--- config.mk ---
export PLATFORM = sky130hd
export DESIGN_NAME = dsfs_sequencer
export DESIGN_NICKNAME = d
export VERILOG_FILES = /design/src/dsfs_pkg.sv /design/src/dsfs_hist_mem.sv /design/src/dsfs_sequencer.sv
export SDC_FILE = /design/constraint.sdc
export NUM_CORES = 1
export LEC_CHECK = 0
export BUFFER_PORTS_ARGS = -buffer_cell sky130_fd_sc_hd__buf_2
export CAP_MARGIN = 20
export CORE_ASPECT_RATIO = 0.6
export CORE_MARGIN = 2
export CORE_UTILIZATION = 58
export DETAILED_ROUTE_END_ITERATION = 16
export PLACE_DENSITY = 0.83
export SYNTH_ARGS = -nofsm -noshare
export SYNTH_HDL_FRONTEND = slang
export SYNTH_SLANG_ARGS = --single-unit
--- constraint.sdc ---
create_clock -name aclk -period 4.9 [get_ports aclk]
set_input_delay 0.98 -clock aclk [delete_from_list [all_inputs] [get_ports aclk]]
set_output_delay 0.98 -clock aclk [all_outputs]
set_load 0.02 [all_outputs]
--- src/dsfs_pkg.sv ---
// Package of constants and types for the drive state and fault sequencer
// Operation
// - Class 0 error: warning only, motion continues
// - Class 1 error: quick stop, amplifier stays on
// - Class 2 error: quick stop, off at standstill
// - Class 3 error: switch off immediately, no braking
// - Class 4 error: off, only power cycle clears
// - Keep last cause and last ten errors
// - Nine numbered operating states, start through fault
// - Start to not ready on init or low speed
// - Not ready to disabled after first commissioning
// - Disabled to ready: encoder, bus, speed under 1000
// - Enable rising edge: ready to switched on
// - Switched on to enabled if enable still set
// - Ready to disabled on undervoltage or overspeed
// - Enable falling edge in 5/6 returns to 3
// - Class 1 error in 6 enters quick stop
// - Enable falls in 7: to 3, amplifier off
// - Class 2-4 error: any state to fault reaction
// - Fault reaction done: enter fault state
// - Fault reset in fault state returns to 3, except while the class 4 lock is set
// - Fault reset in quick stop resumes operation
// - Halt stops motor, no log entries
// - Class 1 logged to cause and history
package dsfs_pkg;

  // Register byte offsets
  localparam logic [7:0] OFS_CTRL  = 8'h00;
  localparam logic [7:0] OFS_STAT  = 8'h04;
  localparam logic [7:0] OFS_CAUSE = 8'h08;
  localparam logic [7:0] OFS_HCNT  = 8'h0c;
  localparam logic [7:0] OFS_HSEL  = 8'h10;
  localparam logic [7:0] OFS_HDATA = 8'h14;

  // Control and status field positions
  localparam int unsigned CTRL_FRST_BIT = 0;
  localparam int unsigned CTRL_HALT_BIT = 1;
  localparam int unsigned STAT_WARN_BIT = 8;
  localparam int unsigned STAT_LOCK_BIT = 9;
  localparam int unsigned STAT_PA_BIT   = 10;
  localparam int unsigned STAT_QS_BIT   = 11;
  localparam int unsigned STAT_EN_BIT   = 12;

  // Error classes
  localparam logic [2:0] CLS_WARN  = 3'h0;
  localparam logic [2:0] CLS_QSTOP = 3'h1;
  localparam logic [2:0] CLS_QSOFF = 3'h2;
  localparam logic [2:0] CLS_FATAL = 3'h3;
  localparam logic [2:0] CLS_UNCTL = 3'h4;

  // History depth and speed limit
  localparam logic [3:0]  HIST_DEPTH    = 4'ha;
  localparam logic [15:0] SPD_LIMIT_RPM = 16'h03e8;

  // Bus answers and reset values
  localparam logic [1:0]  RESP_OKAY   = 2'h0;
  localparam logic [1:0]  RESP_SLVERR = 2'h2;
  localparam logic [15:0] CAUSE_RST   = 16'h0000;

  typedef enum logic [3:0] {
    ST_START, ST_NOT_READY, ST_SW_DIS, ST_READY, ST_SW_ON,
    ST_OP_EN, ST_QSTOP, ST_FLT_REACT, ST_FAULT
  } dsfs_state_t;

  // Conditions reported by the drive monitors
  typedef struct packed {
    logic        init_done;
    logic        speed_low;
    logic        commissioned;
    logic        enc_ok;
    logic        dcbus_ok;
    logic        standstill;
    logic        checks_ok;
    logic [15:0] speed_rpm;
  } dsfs_mon_t;

  typedef struct packed {
    logic        valid;
    logic [2:0]  cls;
    logic [15:0] code;
  } dsfs_err_t;

  typedef struct packed {
    logic [2:0]  cls;
    logic [15:0] code;
  } dsfs_hent_t;

  // Commands to the power stage
  typedef struct packed {
    logic power_amp;
    logic brake_rel;
    logic quick_stop;
    logic motion_stop;
  } dsfs_drv_t;

  // Displayed state number 1 to 9
  function automatic logic [3:0] dsfs_state_num(input dsfs_state_t s);
    logic [3:0] n;
    n = 4'h0;
    unique case (s)
      ST_START:     n = 4'h1;
      ST_NOT_READY: n = 4'h2;
      ST_SW_DIS:    n = 4'h3;
      ST_READY:     n = 4'h4;
      ST_SW_ON:     n = 4'h5;
      ST_OP_EN:     n = 4'h6;
      ST_QSTOP:     n = 4'h7;
      ST_FLT_REACT: n = 4'h8;
      ST_FAULT:     n = 4'h9;
    endcase
    return n;
  endfunction

endpackage

--- src/dsfs_hist_mem.sv ---
// Error history memory with registered read data
`timescale 1ns/1ps
module dsfs_hist_mem
  import dsfs_pkg::*;
(
  input  wire logic       aclk,    // Clock
  input  wire logic       we,      // Write strobe
  input  wire logic [3:0] waddr,   // Write slot
  input  wire dsfs_hent_t wdata,   // Entry written
  input  wire logic [3:0] raddr,   // Read slot
  output dsfs_hent_t      rdata_q  // Entry read, one cycle late
);

  dsfs_hent_t mem [HIST_DEPTH];

  // Write port; slots past the depth are dropped
  always_ff @(posedge aclk) begin
    if (we && (waddr < HIST_DEPTH)) begin
      mem[waddr] <= wdata;
    end
  end

  // Registered read; out of range reads zero
  always_ff @(posedge aclk) begin
    if (raddr < HIST_DEPTH) begin
      rdata_q <= mem[raddr];
    end else begin
      rdata_q <= '0;
    end
  end

endmodule

--- src/dsfs_sequencer.sv ---
// Operating state and fault sequencer with AXI4-Lite registers
//
// The AXI4-Lite slave port and the placing of the registers were left to the implementer.
`timescale 1ns/1ps
module dsfs_sequencer
  import dsfs_pkg::*;
(
  input  wire logic        aclk,          // Clock, 40 MHz
  input  wire logic        aresetn,       // Synchronous reset, low
  input  wire logic        enable_pin,    // Enable from controller
  input  wire logic        frst_pin,      // Fault reset from controller
  input  wire dsfs_mon_t   mon,           // Drive monitor conditions
  input  wire dsfs_err_t   err,           // Error event, one cycle
  output dsfs_drv_t        drv_q,         // Power stage commands
  output logic [3:0]       state_num_q,   // State number 1..9
  input  wire logic [7:0]  s_axi_awaddr,  // Write address
  input  wire logic        s_axi_awvalid, // Write address valid
  output logic             s_axi_awready, // Write address ready
  input  wire logic [31:0] s_axi_wdata,   // Write data
  input  wire logic [3:0]  s_axi_wstrb,   // Write strobes
  input  wire logic        s_axi_wvalid,  // Write data valid
  output logic             s_axi_wready,  // Write data ready
  output logic [1:0]       s_axi_bresp,   // Write response
  output logic             s_axi_bvalid,  // Write response valid
  input  wire logic        s_axi_bready,  // Write response ready
  input  wire logic [7:0]  s_axi_araddr,  // Read address
  input  wire logic        s_axi_arvalid, // Read address valid
  output logic             s_axi_arready, // Read address ready
  output logic [31:0]      s_axi_rdata,   // Read data
  output logic [1:0]       s_axi_rresp,   // Read response
  output logic             s_axi_rvalid,  // Read data valid
  input  wire logic        s_axi_rready   // Read data ready
);

  dsfs_state_t state_q, state_d;
  logic [2:0]  react_q, react_d;
  logic        lock_q;
  logic [2:0]  en_sync_q, fr_sync_q;
  logic        en_s, en_rise, en_fall, fr_req, pin_fr;
  logic        hi_err, qs_err, react_done;
  logic        halt_q, warn_q, ctrl_fr_q;
  logic [15:0] cause_q;
  logic [3:0]  wptr_q, hcnt_q, hsel_q;
  dsfs_hent_t  hrd;
  dsfs_drv_t   drv_d;
  logic        aw_full_q, w_full_q;
  logic [7:0]  awaddr_q;
  logic [31:0] wdata_q;
  logic [3:0]  wstrb_q;
  logic        do_wr;
  logic [31:0] rd_mux;
  logic        rd_ok;

  // Pins cross into the clock domain through two flops first
  always_ff @(posedge aclk) begin
    if (!aresetn) begin
      en_sync_q <= 3'h0;
      fr_sync_q <= 3'h0;
    end else begin
      en_sync_q <= {en_sync_q[1:0], enable_pin};
      fr_sync_q <= {fr_sync_q[1:0], frst_pin};
    end
  end

  // Edges seen only from the settled stages
  assign en_s    = en_sync_q[1];
  assign en_rise = en_sync_q[1] && !en_sync_q[2];
  assign en_fall = !en_sync_q[1] && en_sync_q[2];
  assign pin_fr  = fr_sync_q[1] && !fr_sync_q[2];
  assign fr_req  = pin_fr || ctrl_fr_q;

  // Error grading; classes above 4 are ignored
  assign hi_err = err.valid && (err.cls >= CLS_QSOFF) && (err.cls <= CLS_UNCTL);
  assign qs_err = err.valid && (err.cls == CLS_QSTOP);
  assign react_done = (react_q == CLS_QSOFF) ? mon.standstill : 1'b1;

  // Next state; a heavy error overrides every other transition
  always_comb begin
    state_d = state_q;
    react_d = react_q;
    unique case (state_q)
      ST_START: begin
        if (mon.init_done || mon.speed_low) state_d = ST_NOT_READY;
      end
      ST_NOT_READY: begin
        if (mon.commissioned) state_d = ST_SW_DIS;
      end
      ST_SW_DIS: begin
        if (mon.enc_ok && mon.dcbus_ok && (mon.speed_rpm < SPD_LIMIT_RPM)) state_d = ST_READY;
      end
      ST_READY: begin
        if (!mon.dcbus_ok || (mon.speed_rpm > SPD_LIMIT_RPM)) begin
          state_d = ST_SW_DIS;
        end else if (en_rise) begin
          state_d = ST_SW_ON;
        end
      end
      ST_SW_ON: begin
        if (en_fall) begin
          state_d = ST_SW_DIS;
        end else if (en_s && mon.checks_ok) begin
          state_d = ST_OP_EN;
        end
      end
      ST_OP_EN: begin
        if (en_fall) begin
          state_d = ST_SW_DIS;
        end else if (qs_err) begin
          state_d = ST_QSTOP;
        end
      end
      ST_QSTOP: begin
        if (en_fall) begin
          state_d = ST_SW_DIS;
        end else if (fr_req) begin
          state_d = ST_OP_EN;
        end
      end
      ST_FLT_REACT: begin
        if (react_done) state_d = ST_FAULT;
      end
      ST_FAULT: begin
        if (fr_req && !lock_q) begin
          state_d = ST_SW_DIS;
          react_d = CLS_WARN;
        end
      end
    endcase
    if (hi_err) begin
      state_d = ST_FLT_REACT;
      // Keep the harsher of a running and a new reaction
      if (!((state_q == ST_FLT_REACT) && (react_q > err.cls))) react_d = err.cls;
    end
  end

  // State register; reset restarts the sequence
  always_ff @(posedge aclk) begin
    if (!aresetn) begin
      state_q <= ST_START;
      react_q <= CLS_WARN;
    end else begin
      state_q <= state_d;
      react_q <= react_d;
    end
  end

  // Class 4 lock survives fault resets; only reset clears it
  always_ff @(posedge aclk) begin
    if (!aresetn) begin
      lock_q <= 1'b0;
    end else if (hi_err && (err.cls == CLS_UNCTL)) begin
      lock_q <= 1'b1;
    end
  end

  // Power stage commands follow the next state, so they change with it
  always_comb begin
    drv_d = '0;
    drv_d.power_amp = (state_d == ST_OP_EN) || (state_d == ST_QSTOP)
                   || ((state_d == ST_FLT_REACT) && (react_d == CLS_QSOFF)
                       && !mon.standstill && drv_q.power_amp);
    drv_d.brake_rel = drv_d.power_amp;
    drv_d.quick_stop = (state_d == ST_QSTOP)
                    || ((state_d == ST_FLT_REACT) && (react_d == CLS_QSOFF));
    drv_d.motion_stop = (state_d == ST_OP_EN) && halt_q;
  end

  // Output flops
  always_ff @(posedge aclk) begin
    if (!aresetn) begin
      drv_q       <= '0;
      state_num_q <= 4'h1;
    end else begin
      drv_q       <= drv_d;
      state_num_q <= dsfs_state_num(state_d);
    end
  end

  // Last interruption cause, class 1 and up; halt never writes it
  always_ff @(posedge aclk) begin
    if (!aresetn) begin
      cause_q <= CAUSE_RST;
    end else if (err.valid && (err.cls >= CLS_QSTOP) && (err.cls <= CLS_UNCTL)) begin
      cause_q <= err.code;
    end
  end

  // History ring of the newest ten messages, warnings included
  always_ff @(posedge aclk) begin
    if (!aresetn) begin
      wptr_q <= 4'h0;
      hcnt_q <= 4'h0;
    end else if (err.valid && (err.cls <= CLS_UNCTL)) begin
      wptr_q <= (wptr_q == HIST_DEPTH - 4'h1) ? 4'h0 : wptr_q + 4'h1;
      if (hcnt_q != HIST_DEPTH) hcnt_q <= hcnt_q + 4'h1;
    end
  end

  dsfs_hist_mem u_hist (
    .aclk    (aclk),
    .we      (err.valid && (err.cls <= CLS_UNCTL)),
    .waddr   (wptr_q),
    .wdata   ({err.cls, err.code}),
    .raddr   (hsel_q),
    .rdata_q (hrd)
  );

  // Write address and data are caught independently
  assign do_wr = aw_full_q && w_full_q && !s_axi_bvalid;

  always_ff @(posedge aclk) begin
    if (!aresetn) begin
      aw_full_q     <= 1'b0;
      w_full_q      <= 1'b0;
      awaddr_q      <= 8'h00;
      wdata_q       <= 32'h0000_0000;
      wstrb_q       <= 4'h0;
      s_axi_awready <= 1'b1;
      s_axi_wready  <= 1'b1;
      s_axi_bvalid  <= 1'b0;
      s_axi_bresp   <= RESP_OKAY;
    end else begin
      if (s_axi_awvalid && s_axi_awready) begin
        aw_full_q     <= 1'b1;
        awaddr_q      <= s_axi_awaddr;
        s_axi_awready <= 1'b0;
      end
      if (s_axi_wvalid && s_axi_wready) begin
        w_full_q     <= 1'b1;
        wdata_q      <= s_axi_wdata;
        wstrb_q      <= s_axi_wstrb;
        s_axi_wready <= 1'b0;
      end
      if (do_wr) begin
        s_axi_bvalid <= 1'b1;
        s_axi_bresp  <= ((awaddr_q == OFS_CTRL) || (awaddr_q == OFS_STAT) || (awaddr_q == OFS_HSEL))
                        ? RESP_OKAY : RESP_SLVERR;
      end
      if (s_axi_bvalid && s_axi_bready) begin
        s_axi_bvalid  <= 1'b0;
        aw_full_q     <= 1'b0;
        w_full_q      <= 1'b0;
        s_axi_awready <= 1'b1;
        s_axi_wready  <= 1'b1;
      end
    end
  end

  // Control writes; fault reset bit is a one-cycle pulse
  always_ff @(posedge aclk) begin
    if (!aresetn) begin
      halt_q    <= 1'b0;
      ctrl_fr_q <= 1'b0;
      hsel_q    <= 4'h0;
    end else begin
      ctrl_fr_q <= do_wr && (awaddr_q == OFS_CTRL) && wstrb_q[0] && wdata_q[CTRL_FRST_BIT];
      if (do_wr && (awaddr_q == OFS_CTRL) && wstrb_q[0]) halt_q <= wdata_q[CTRL_HALT_BIT];
      if (do_wr && (awaddr_q == OFS_HSEL) && wstrb_q[0]) hsel_q <= wdata_q[3:0];
    end
  end

  // Warning flag: write one to clear, a new warning wins
  always_ff @(posedge aclk) begin
    if (!aresetn) begin
      warn_q <= 1'b0;
    end else if (err.valid && (err.cls == CLS_WARN)) begin
      warn_q <= 1'b1;
    end else if (do_wr && (awaddr_q == OFS_STAT) && wstrb_q[1] && wdata_q[STAT_WARN_BIT]) begin
      warn_q <= 1'b0;
    end
  end

  // Read multiplexer
  always_comb begin
    rd_mux = 32'h0000_0000;
    rd_ok  = 1'b1;
    unique case (s_axi_araddr)
      OFS_CTRL:  rd_mux[CTRL_HALT_BIT] = halt_q;
      OFS_STAT: begin
        rd_mux[3:0]           = state_num_q;
        rd_mux[STAT_WARN_BIT] = warn_q;
        rd_mux[STAT_LOCK_BIT] = lock_q;
        rd_mux[STAT_PA_BIT]   = drv_q.power_amp;
        rd_mux[STAT_QS_BIT]   = drv_q.quick_stop;
        rd_mux[STAT_EN_BIT]   = en_s;
      end
      OFS_CAUSE: rd_mux[15:0] = cause_q;
      OFS_HCNT:  rd_mux[11:0] = {wptr_q, 4'h0, hcnt_q};
      OFS_HSEL:  rd_mux[3:0]  = hsel_q;
      OFS_HDATA: rd_mux[18:0] = hrd;
      default:   rd_ok = 1'b0;
    endcase
  end

  // Read channel, one read at a time
  always_ff @(posedge aclk) begin
    if (!aresetn) begin
      s_axi_arready <= 1'b1;
      s_axi_rvalid  <= 1'b0;
      s_axi_rdata   <= 32'h0000_0000;
      s_axi_rresp   <= RESP_OKAY;
    end else if (s_axi_arvalid && s_axi_arready) begin
      s_axi_arready <= 1'b0;
      s_axi_rvalid  <= 1'b1;
      s_axi_rdata   <= rd_mux;
      s_axi_rresp   <= rd_ok ? RESP_OKAY : RESP_SLVERR;
    end else if (s_axi_rvalid && s_axi_rready) begin
      s_axi_rvalid  <= 1'b0;
      s_axi_arready <= 1'b1;
    end
  end
endmodule

==> metrics, run 1 <==
first-pass GRT wire length 42.6 mm; setup violators final 0; WP data required 5.32 ns; pin count of the biggest net entering global routing 66; GRT overflow 0; Worst Path Buf+Inv 2; Post-CTS Hold Buffers 0; start of the worst register-to-register path state_q[1]; Hold Path Class register to register; Slew Viols, Final 0; PwrDens 392 mW/mm²; CP cell instances buf_2 -> inv_1 -> ha_1 -> nor2b_1 -> o21a_1 -> o21ai_0 -> a2111oi_0 -> o21ai_0 -> a211oi_1; commonest non-fill, non-tap cell in the layout edfxtp_1; Detailed Place HPWL 17.9 mm; CP Launch Type input pin; proportion of layout cells with a drive suffix above 1 23.5%; via count of the routed design 7757; initial DRC count 872; leak pwr 4.90 nW; placed insts 1219; Post-Syn Area per Cell 14.2 µm²; Wirelength per Cell 22.1 µm; Longest Clk Path Bufs 3; top cell family by delay on the critical path compound AO/OA/AOI/OAI gates; CP most frequent cell o21ai_0; detailed-route vias per instance 6.10; num rows 41; Synth cell types 64; most frequent cells in the layout edfxtp_1, dfxtp_1, buf_2; I/O pin count 153; Cell Area, Synth 0.0122 mm²; CTS buffer count 27; setup_tns 0 ns; Post-synth ARST share 0%; Total GRT Usage 25.4%; skew final 0.0120 ns; Crit Path Max Fanout 18; Tcrit/Tclk final 62.7%; DRT antenna net count 0; Hold Crit Start fr_sync_q[0]; DIE HEIGHT 117 µm; Crit path arrival time 3.49 ns; Layout area overhead 14.7%; vias in the first global route 7417; Core Region 0.0209 mm²; htree depth 1; drt first pass iters 5; Initial Util 58.7%; Clock Latency Late Sink 0.53 ns; fmax 0.326 GHz; die extent in x 192 µm; I/O Buffers 108; die area 0.0223 mm²; final std cells w/o fill 1271; Worst Path Class, Setup input pin to register; Seq/Total Area, Yosys 65.2%; slowest CP cell a2111oi_0; max cap viols 0; post-CTS setup buffer count 0; Slew headroom 33.5%; DRT Wirelength 28.1 mm; cell count after synthesis 863; Worst VDD drop 0.000301 V; unrepaired setup endpoints after global routing no; CP startpoint err[17]; ys flop type edfxtp_1; status completed; Tot Pwr 5.50 mW; root buffer cell clkbuf_16; Tightest Pin Transition 0.998 ns; number of synthesized flops with an enable pin 190; DRC viols 0; Reg clk slew, reported paths 0.06 ns; register bit total from synthesis 304; Hold Fails Final Rpt 0; post-cts resize count 0; initial antenna violation count 1; Clock Sinks 304; FF-to-FF setup slack 2.11 ns; CTS tree done; Yosys warning total 0; Worst setup EP type register; CP max stage delay 0.90 ns; GP Congestion 0.891; fin crit period 3.07 ns; Layout Nets 1080
-- kinds of logic after synthesis --
logic type | after synthesis | share of synthesized area [%]
AND/OR/NAND/NOR | 229 | 10.4
buffers and inverters | 75 | 2.87
adder cells (fa/ha/maj) | 5 | 0.511
AO/OA/AOI/OAI | 137 | 7.70
multiplexers | 107 | 12.9
other | 1 | 0.0306
flip-flops | 304 | 65.2
XOR/XNOR | 5 | 0.358
-- path summary, 6_finish.rpt --
| path | end | depth (start not counted) |
|---|---|---|
| setup / recovery | drv_q[2] | 9 |
| hold / removal | fr_sync_q[1] | 1 |
| setup reg to reg | drv_q[2] | 6 |
| hold reg to reg | fr_sync_q[1] | 1 |
-- layer usage --
layer | part of all wire, % | vias up | global-route usage (%)
li1 | - | 3478 | -
met1 | 44 | 3858 | 38.3
met2 | 45 | 380 | 38.8
met3 | 9.9 | 41 | 5.32
met4 | 1.7 | 0 | 5.23
met5 | 0 | - | 0
-- worst register-to-register path, delay by kind of cell (launching register included) --
kind / cells / cell delay [ns]
AO/OA/AOI/OAI: 5 / 1.79
flip-flops: 1 / 0.64
AND/OR/NAND/NOR: 1 / 0.26
-- layout make-up --
class	instances	area, µm²
inverters	10	37.5
repair buffers	130	726
flip-flops and latches	304	7990
fillers	1420	6840
diodes	1	2.50
multi-input cells	498	4000
clock buffers	35	736
well taps	279	349
clock inverters	14	195
-- cell usage after synthesis, types with 6 or more instances --
library cell	n	area [µm²]
a31oi_1	6	37.5
a21oi_1	16	80.1
nor2b_1	38	238
mux2i_1	64	641
buf_2	8	40.0
dfxtp_1	114	2280
o21ai_0	29	145
nor3b_1	13	97.6
buf_4	16	120
a221oi_1	11	96.3
inv_1	10	37.5
nand3_1	32	160
o22ai_1	19	119
clkbuf_1	36	135
and2_1	19	119
mux4_2	40	901
a21boi_0	25	188
nor3_1	15	75.1
nand3b_1	7	52.6
nand2b_1	6	37.5
nor2_1	25	93.8
nand2_1	46	173
edfxtp_1	190	5710
-- stage by stage --
step                util, %  hold WS [ns]  cell area [µm²]  setup WS [ns]
CTS                    67.1         0.437            14000           1.86
global placement       62.6         0.417            13100           1.61
detailed placement     62.6         0.422            13100           1.35
floorplan                 -         0.412            12300          0.923
finish                 67.3         0.434            14000           1.83
global route           67.2         0.445            14000           1.66
-- power breakdown --
group | total [mW] | internal, mW | switching, mW
registers | 2.86 | 2.79 | 0.0703
clock network | 2.23 | 1.32 | 0.907
logic | 0.412 | 0.168 | 0.244
-- sequential cells by signal (all words and copies together), names as in the netlist, 2 cells and up --
name            cells
awaddr_q            8
cause_q            16
drv_q               3
en_sync_q           3
fr_sync_q           3
hcnt_q              4
hsel_q              4
react_q             3
s_axi_rdata        19
state_num_q         4
state_q             4
u_hist.mem        190
u_hist.rdata_q     19
wdata_q             5
wptr_q              4
wstrb_q             2
Note: power is estimated with default switching activity, not from simulation.
==> run 2: changes to the inputs <==
Settings changed: CORE_UTILIZATION 58 to 52, PLACE_DENSITY 0.83 to 0.79.
Clock period 4.9 ns to 2.6 ns, I/O delays scaled along.
==> metrics, run 2 (synthesis results as in run 1) <==
CTS tree done; Crit path arrival time 2.75 ns (-0.74 ns); CP cell instances nand4b_1 -> a31oi_1 -> o21ai_0 -> a2111oi_0 -> buf_4 -> o21ai_0 -> a211oi_1; Top Registers u_hist.mem (190), s_axi_rdata (19), u_hist.rdata_q (19); proportion of layout cells with a drive suffix above 1 24.6% (+1.0 points); Layout area overhead 15.6%; CP Launch Type register; top cell family by delay on the critical path compound AO/OA/AOI/OAI gates; skew final 0.0138 ns (+0.00185 ns); pin count of the biggest net entering global routing 57 (-14%); max cap viols 0 (unchanged); Tot Pwr 9.93 mW (+80%); Initial Util 52.9% (-5.7 points); initial antenna violation count 1 (unchanged); PwrDens 701 mW/mm² (+79%); status completed; Core Region 0.0231 mm² (+11%); Crit Path Max Fanout 14 (-4); ANT cells 0 (-1); die area 0.0248 mm² (+11%); die extent in x 202 µm (+5.5%); final std cells w/o fill 1325 (+4.2%); CP startpoint state_q[0]; first-pass GRT wire length 42.8 mm (+0.54%); Min Hold Slack 0.188 ns (-0.245 ns); via count of the routed design 7680 (-0.99%); Detailed Place HPWL 18.3 mm (+2.1%); WP data required 3.05 ns (-2.27 ns); Final Util 61.2% (-6.0 points); DRC viols 0 (unchanged); post-cts resize count 0 (unchanged); Wirelength per Cell 20.9 µm (-5.4%); Hold Crit Start enable_pin; Internal 7.64 mW (+78%); I/O pin count 153 (unchanged); Worst setup EP type register; setup ws final 0.300 ns (-1.53 ns); NetSw 2.29 mW (+87%); Post-CTS Hold Buffers 0 (unchanged); placed insts 1276 (+4.7%); Slew headroom 46.9% (+13 points); commonest non-fill, non-tap cell in the layout edfxtp_1; Clock Sinks 304 (unchanged); Clock Latency Late Sink 0.53 ns (about the same); Worst Path Class, Setup register to register; leak pwr 4.96 nW (+1.1%); Clock Power Share 37.7% (-2.8 points); DIE HEIGHT 123 µm (+5.4%); Total GRT Usage 22.7% (-2.7 points); Reg clk slew, reported paths 0.07 ns (about the same); Longest Clk Path Bufs 3 (unchanged); fin crit period 2.30 ns; Tcrit/Tclk final 88.5%; DRT Wirelength 27.7 mm (-1.4%); Hold Path Class input pin to register; Reg power frac 54.3% (+2.3 points); start of the worst register-to-register path state_q[0]; GP Congestion 0.889 (-0.22%); DRT antenna net count 0 (unchanged); most frequent cells in the layout edfxtp_1, dfxtp_1, buf_2; Comb pwr share 8.0% (+0.5 points); Tightest Pin Transition 0.795 ns (-0.203 ns); max reg flops 190 (unchanged); CP most frequent cell o21ai_0; fmax 0.435 GHz; I/O Buffers 108 (unchanged); Switching Share 23.1% (+0.87 points); detailed-route vias per instance 5.80 (-5.0%); initial DRC count 658 (-25%); CP max stage delay 0.62 ns (-0.28 ns); Biggest register u_hist.mem; FF-to-FF setup slack 0.30 ns (-1.81 ns); CTS buffer count 27 (unchanged); Hold Fails Final Rpt 0 (unchanged); vias in the first global route 7431 (+0.19%); unrepaired setup endpoints after global routing no; slowest CP cell dfxtp_1; htree depth 1 (unchanged); setup violators final 0 (unchanged); GRT overflow 0 (unchanged); root buffer cell clkbuf_16; Slew Viols, Final 0 (unchanged); Worst Path Buf+Inv 1 (-1); Worst VDD drop 0.000553 V (+84%); post-CTS setup buffer count 0 (unchanged); Placement Setup Slack 0.0302 ns (-1.32 ns); drt first pass iters 5 (unchanged); num rows 43 (+4.9%); Layout Nets 1099 (+1.8%)
run 2: metrics by stage:
| stage | area [µm²] | setup TNS (ns) |
|---|---|---|
| 6_report | 14200 | 0 |
| 5_1_grt | 14200 | 0 |
| 4_1_cts | 14200 | 0 |
| 3_5_place_dp | 13300 | 0 |
| 3_3_place_gp | 13300 | 0 |
| 2_1_floorplan | 12300 | -28.23 |
run 2: final timing paths:
path                                      to  depth (start not counted)
worst max-delay path                drv_q[2]                          7
worst min-delay path            en_sync_q[0]                          2
worst max register to register      drv_q[2]                          7
worst min register to register  en_sync_q[1]                          1
run 2: final cells by class:
class	count	area (µm²)
tap	315	394
timing repair buffer	149	911
multi-input combinational	498	4010
clock buffer	35	716
fill	1760	8970
sequential	304	7990
clock inverter	14	98.8
inverter	10	37.5
run 2: power groups by stage:
stage                     combinational [mW]  sequential, mW  clock [mW]
after floorplan                        0.498            5.48           0
after global placement                 0.767            5.48           0
after detailed placement               0.785            5.49           0
after CTS                              0.790            5.38        3.78
after global routing                   0.873            5.40        3.98
final                                  0.797            5.39        3.74
run 2: per-layer routing:
metal	wire length [µm]	part of all wire, %	vias to the layer above	GRT usage (%)
met5	0	0	-	0
li1	-	-	3521	-
met1	12800	46	3822	34.4
met4	449	1.6	0	4.70
met2	12200	44	303	34.6
met3	2270	8.2	34	4.33
==> run 3: changes to the inputs <==
Clock period 2.6 ns to 2.1 ns, I/O delays scaled along.
==> metrics, run 3 (synthesis results as in run 1) <==
ANT cells 0 (unchanged); Clock Sinks 304 (unchanged); max reg flops 190 (unchanged); Layout Nets 1137 (+3.5%); drt first pass iters 5 (unchanged); Tot Pwr 12.6 mW (+27%); GRT overflow 0 (unchanged); htree depth 1 (unchanged); Total GRT Usage 23.5% (+0.81 points); Placement Setup Slack -0.300 ns (-0.330 ns); multi-input logic area 0.00407 mm² (+1.5%); Hold Path Class input pin to register; GP Congestion 0.857 (-3.6%); final std cells w/o fill 1364 (+2.9%); violations in the final reports negative setup slack; Crit path arrival time 2.62 ns (-0.13 ns); Wirelength per Cell 21.0 µm (+0.48%); DIE HEIGHT 123 µm (unchanged); Reg clk slew, reported paths 0.07 ns (about the same); Hold Fails Final Rpt 0 (unchanged); Worst Path Class, Setup register to register; vias in the first global route 7607 (+2.4%); Layout area overhead 19.4%; fmax 0.463 GHz (+6.4%); DRT antenna net count 0 (unchanged); Worst VDD drop 0.000605 V (+9.3%); CTS buffer count 27 (unchanged); initial antenna violation count 0 (-1); slowest CP cell or4b_4; DRC viols 0 (unchanged); register area 0.00800 mm² (about the same); detailed-route vias per instance 5.76 (-0.71%); Min Hold Slack 0.0633 ns (-0.125 ns); top cell family by delay on the critical path simple AND/OR/NAND/NOR gates; Top Registers u_hist.mem (190), s_axi_rdata (19), u_hist.rdata_q (19); unrepaired setup endpoints after global routing yes; Tcrit/Tclk final 103% (+14 points); post-CTS setup buffer count 0 (unchanged); max cap viols 0 (unchanged); initial DRC count 833 (+27%); num rows 43 (unchanged); PwrDens 864 mW/mm² (+23%); Initial Util 52.9% (unchanged); Worst Path Buf+Inv 0 (-1); Tightest Pin Transition 0.583 ns (-0.211 ns); first-pass GRT wire length 43.9 mm (+2.7%); I/O pin count 153 (unchanged); Longest Clk Path Bufs 3 (unchanged); Slew headroom 61.1% (+14 points); Final Util 63.2% (+2.0 points); commonest non-fill, non-tap cell in the layout edfxtp_1; root buffer cell clkbuf_16; Worst setup EP type register; Core Region 0.0231 mm² (unchanged); Clock Latency Late Sink 0.56 ns (+0.03 ns); Post-CTS Hold Buffers 0 (unchanged); fillcell total 1704 (-3.2%); placed insts 1314 (+3.0%); WP data required 2.55 ns (-0.50 ns); Finished Cell Area 0.0146 mm² (+3.2%); fin crit period 2.16 ns (-0.138 ns); die area 0.0248 mm² (unchanged); most frequent cells in the layout edfxtp_1, dfxtp_1, buf_2; via count of the routed design 7850 (+2.2%); I/O Buffers 108 (unchanged); DP Area 0.0137 mm² (+2.7%); leak pwr 5.20 nW (+4.9%); DRT Wirelength 28.7 mm (+3.4%); setup_tns -0.103 ns (-0.103 ns); setup violators final 3 (+3); Detailed Place HPWL 19.0 mm (+3.9%); setup ws final -0.0619 ns (-0.362 ns); skew final 0.0319 ns (+0.0181 ns); CP Launch Type register; Biggest register u_hist.mem; Crit Path Max Fanout 3 (-11); die extent in x 202 µm (unchanged); CP cell instances or4b_4 -> mux4_2 -> o211a_4 -> and3_4 -> a32o_1; pin count of the biggest net entering global routing 35 (-39%); status complete, but fails checks; CP max stage delay 0.54 ns (-0.08 ns); CTS tree done; Slew Viols, Final 0 (unchanged); proportion of layout cells with a drive suffix above 1 29.2% (+4.6 points)
## run 3: changes by cell type in the layout (fill, tap and decap cells not counted), moves of 3 or more
cell,previous run,this run
buf_4,36,70
clkbuf_1,7,2
buf_12,5,9
clkinvlp_4,0,4
dfxtp_1,112,108
dfxtp_2,1,5
o21ai_0,29,26
## run 3: final cells by class
cell class / count / share of cell area (%)
tap: 315 / 2.70
sequential: 304 / 54.7
multi-input combinational: 498 / 27.9
clock inverter: 20 / 1.19
inverter: 10 / 0.257
timing repair buffer: 187 / 8.53
clock buffer: 30 / 4.77
## run 3: worst paths after layout
check               start             end  slack, ns  cells past startpoint
min              frst_pin    fr_sync_q[0]       0.06                      2
min reg2reg  fr_sync_q[0]    fr_sync_q[1]       0.46                      1
max reg2reg    react_q[2]  state_num_q[3]      -0.06                      5
max            react_q[2]  state_num_q[3]      -0.06                      5
## run 3: repair_timing
item                                    in CTS  in global routing
endpoints found under the setup margin       6                  7
pin swaps                                    1                  3
cloned                                       0                  0
resized for setup                            6                  7
## run 3: power by group
| group | switching (mW) | internal [mW] | leakage, nW |
|---|---|---|---|
| sequential | 0.153 | 6.52 | 2.66 |
| clock | 2.19 | 2.67 | 0.419 |
| combinational | 0.618 | 0.482 | 2.12 |
## run 3: metal layers
layer  routed length [µm]  GRT usage [%]
met5                    0              0
met4                  574           5.89
met3                 2500           4.94
met2                12500           35.3
met1                13100           35.4
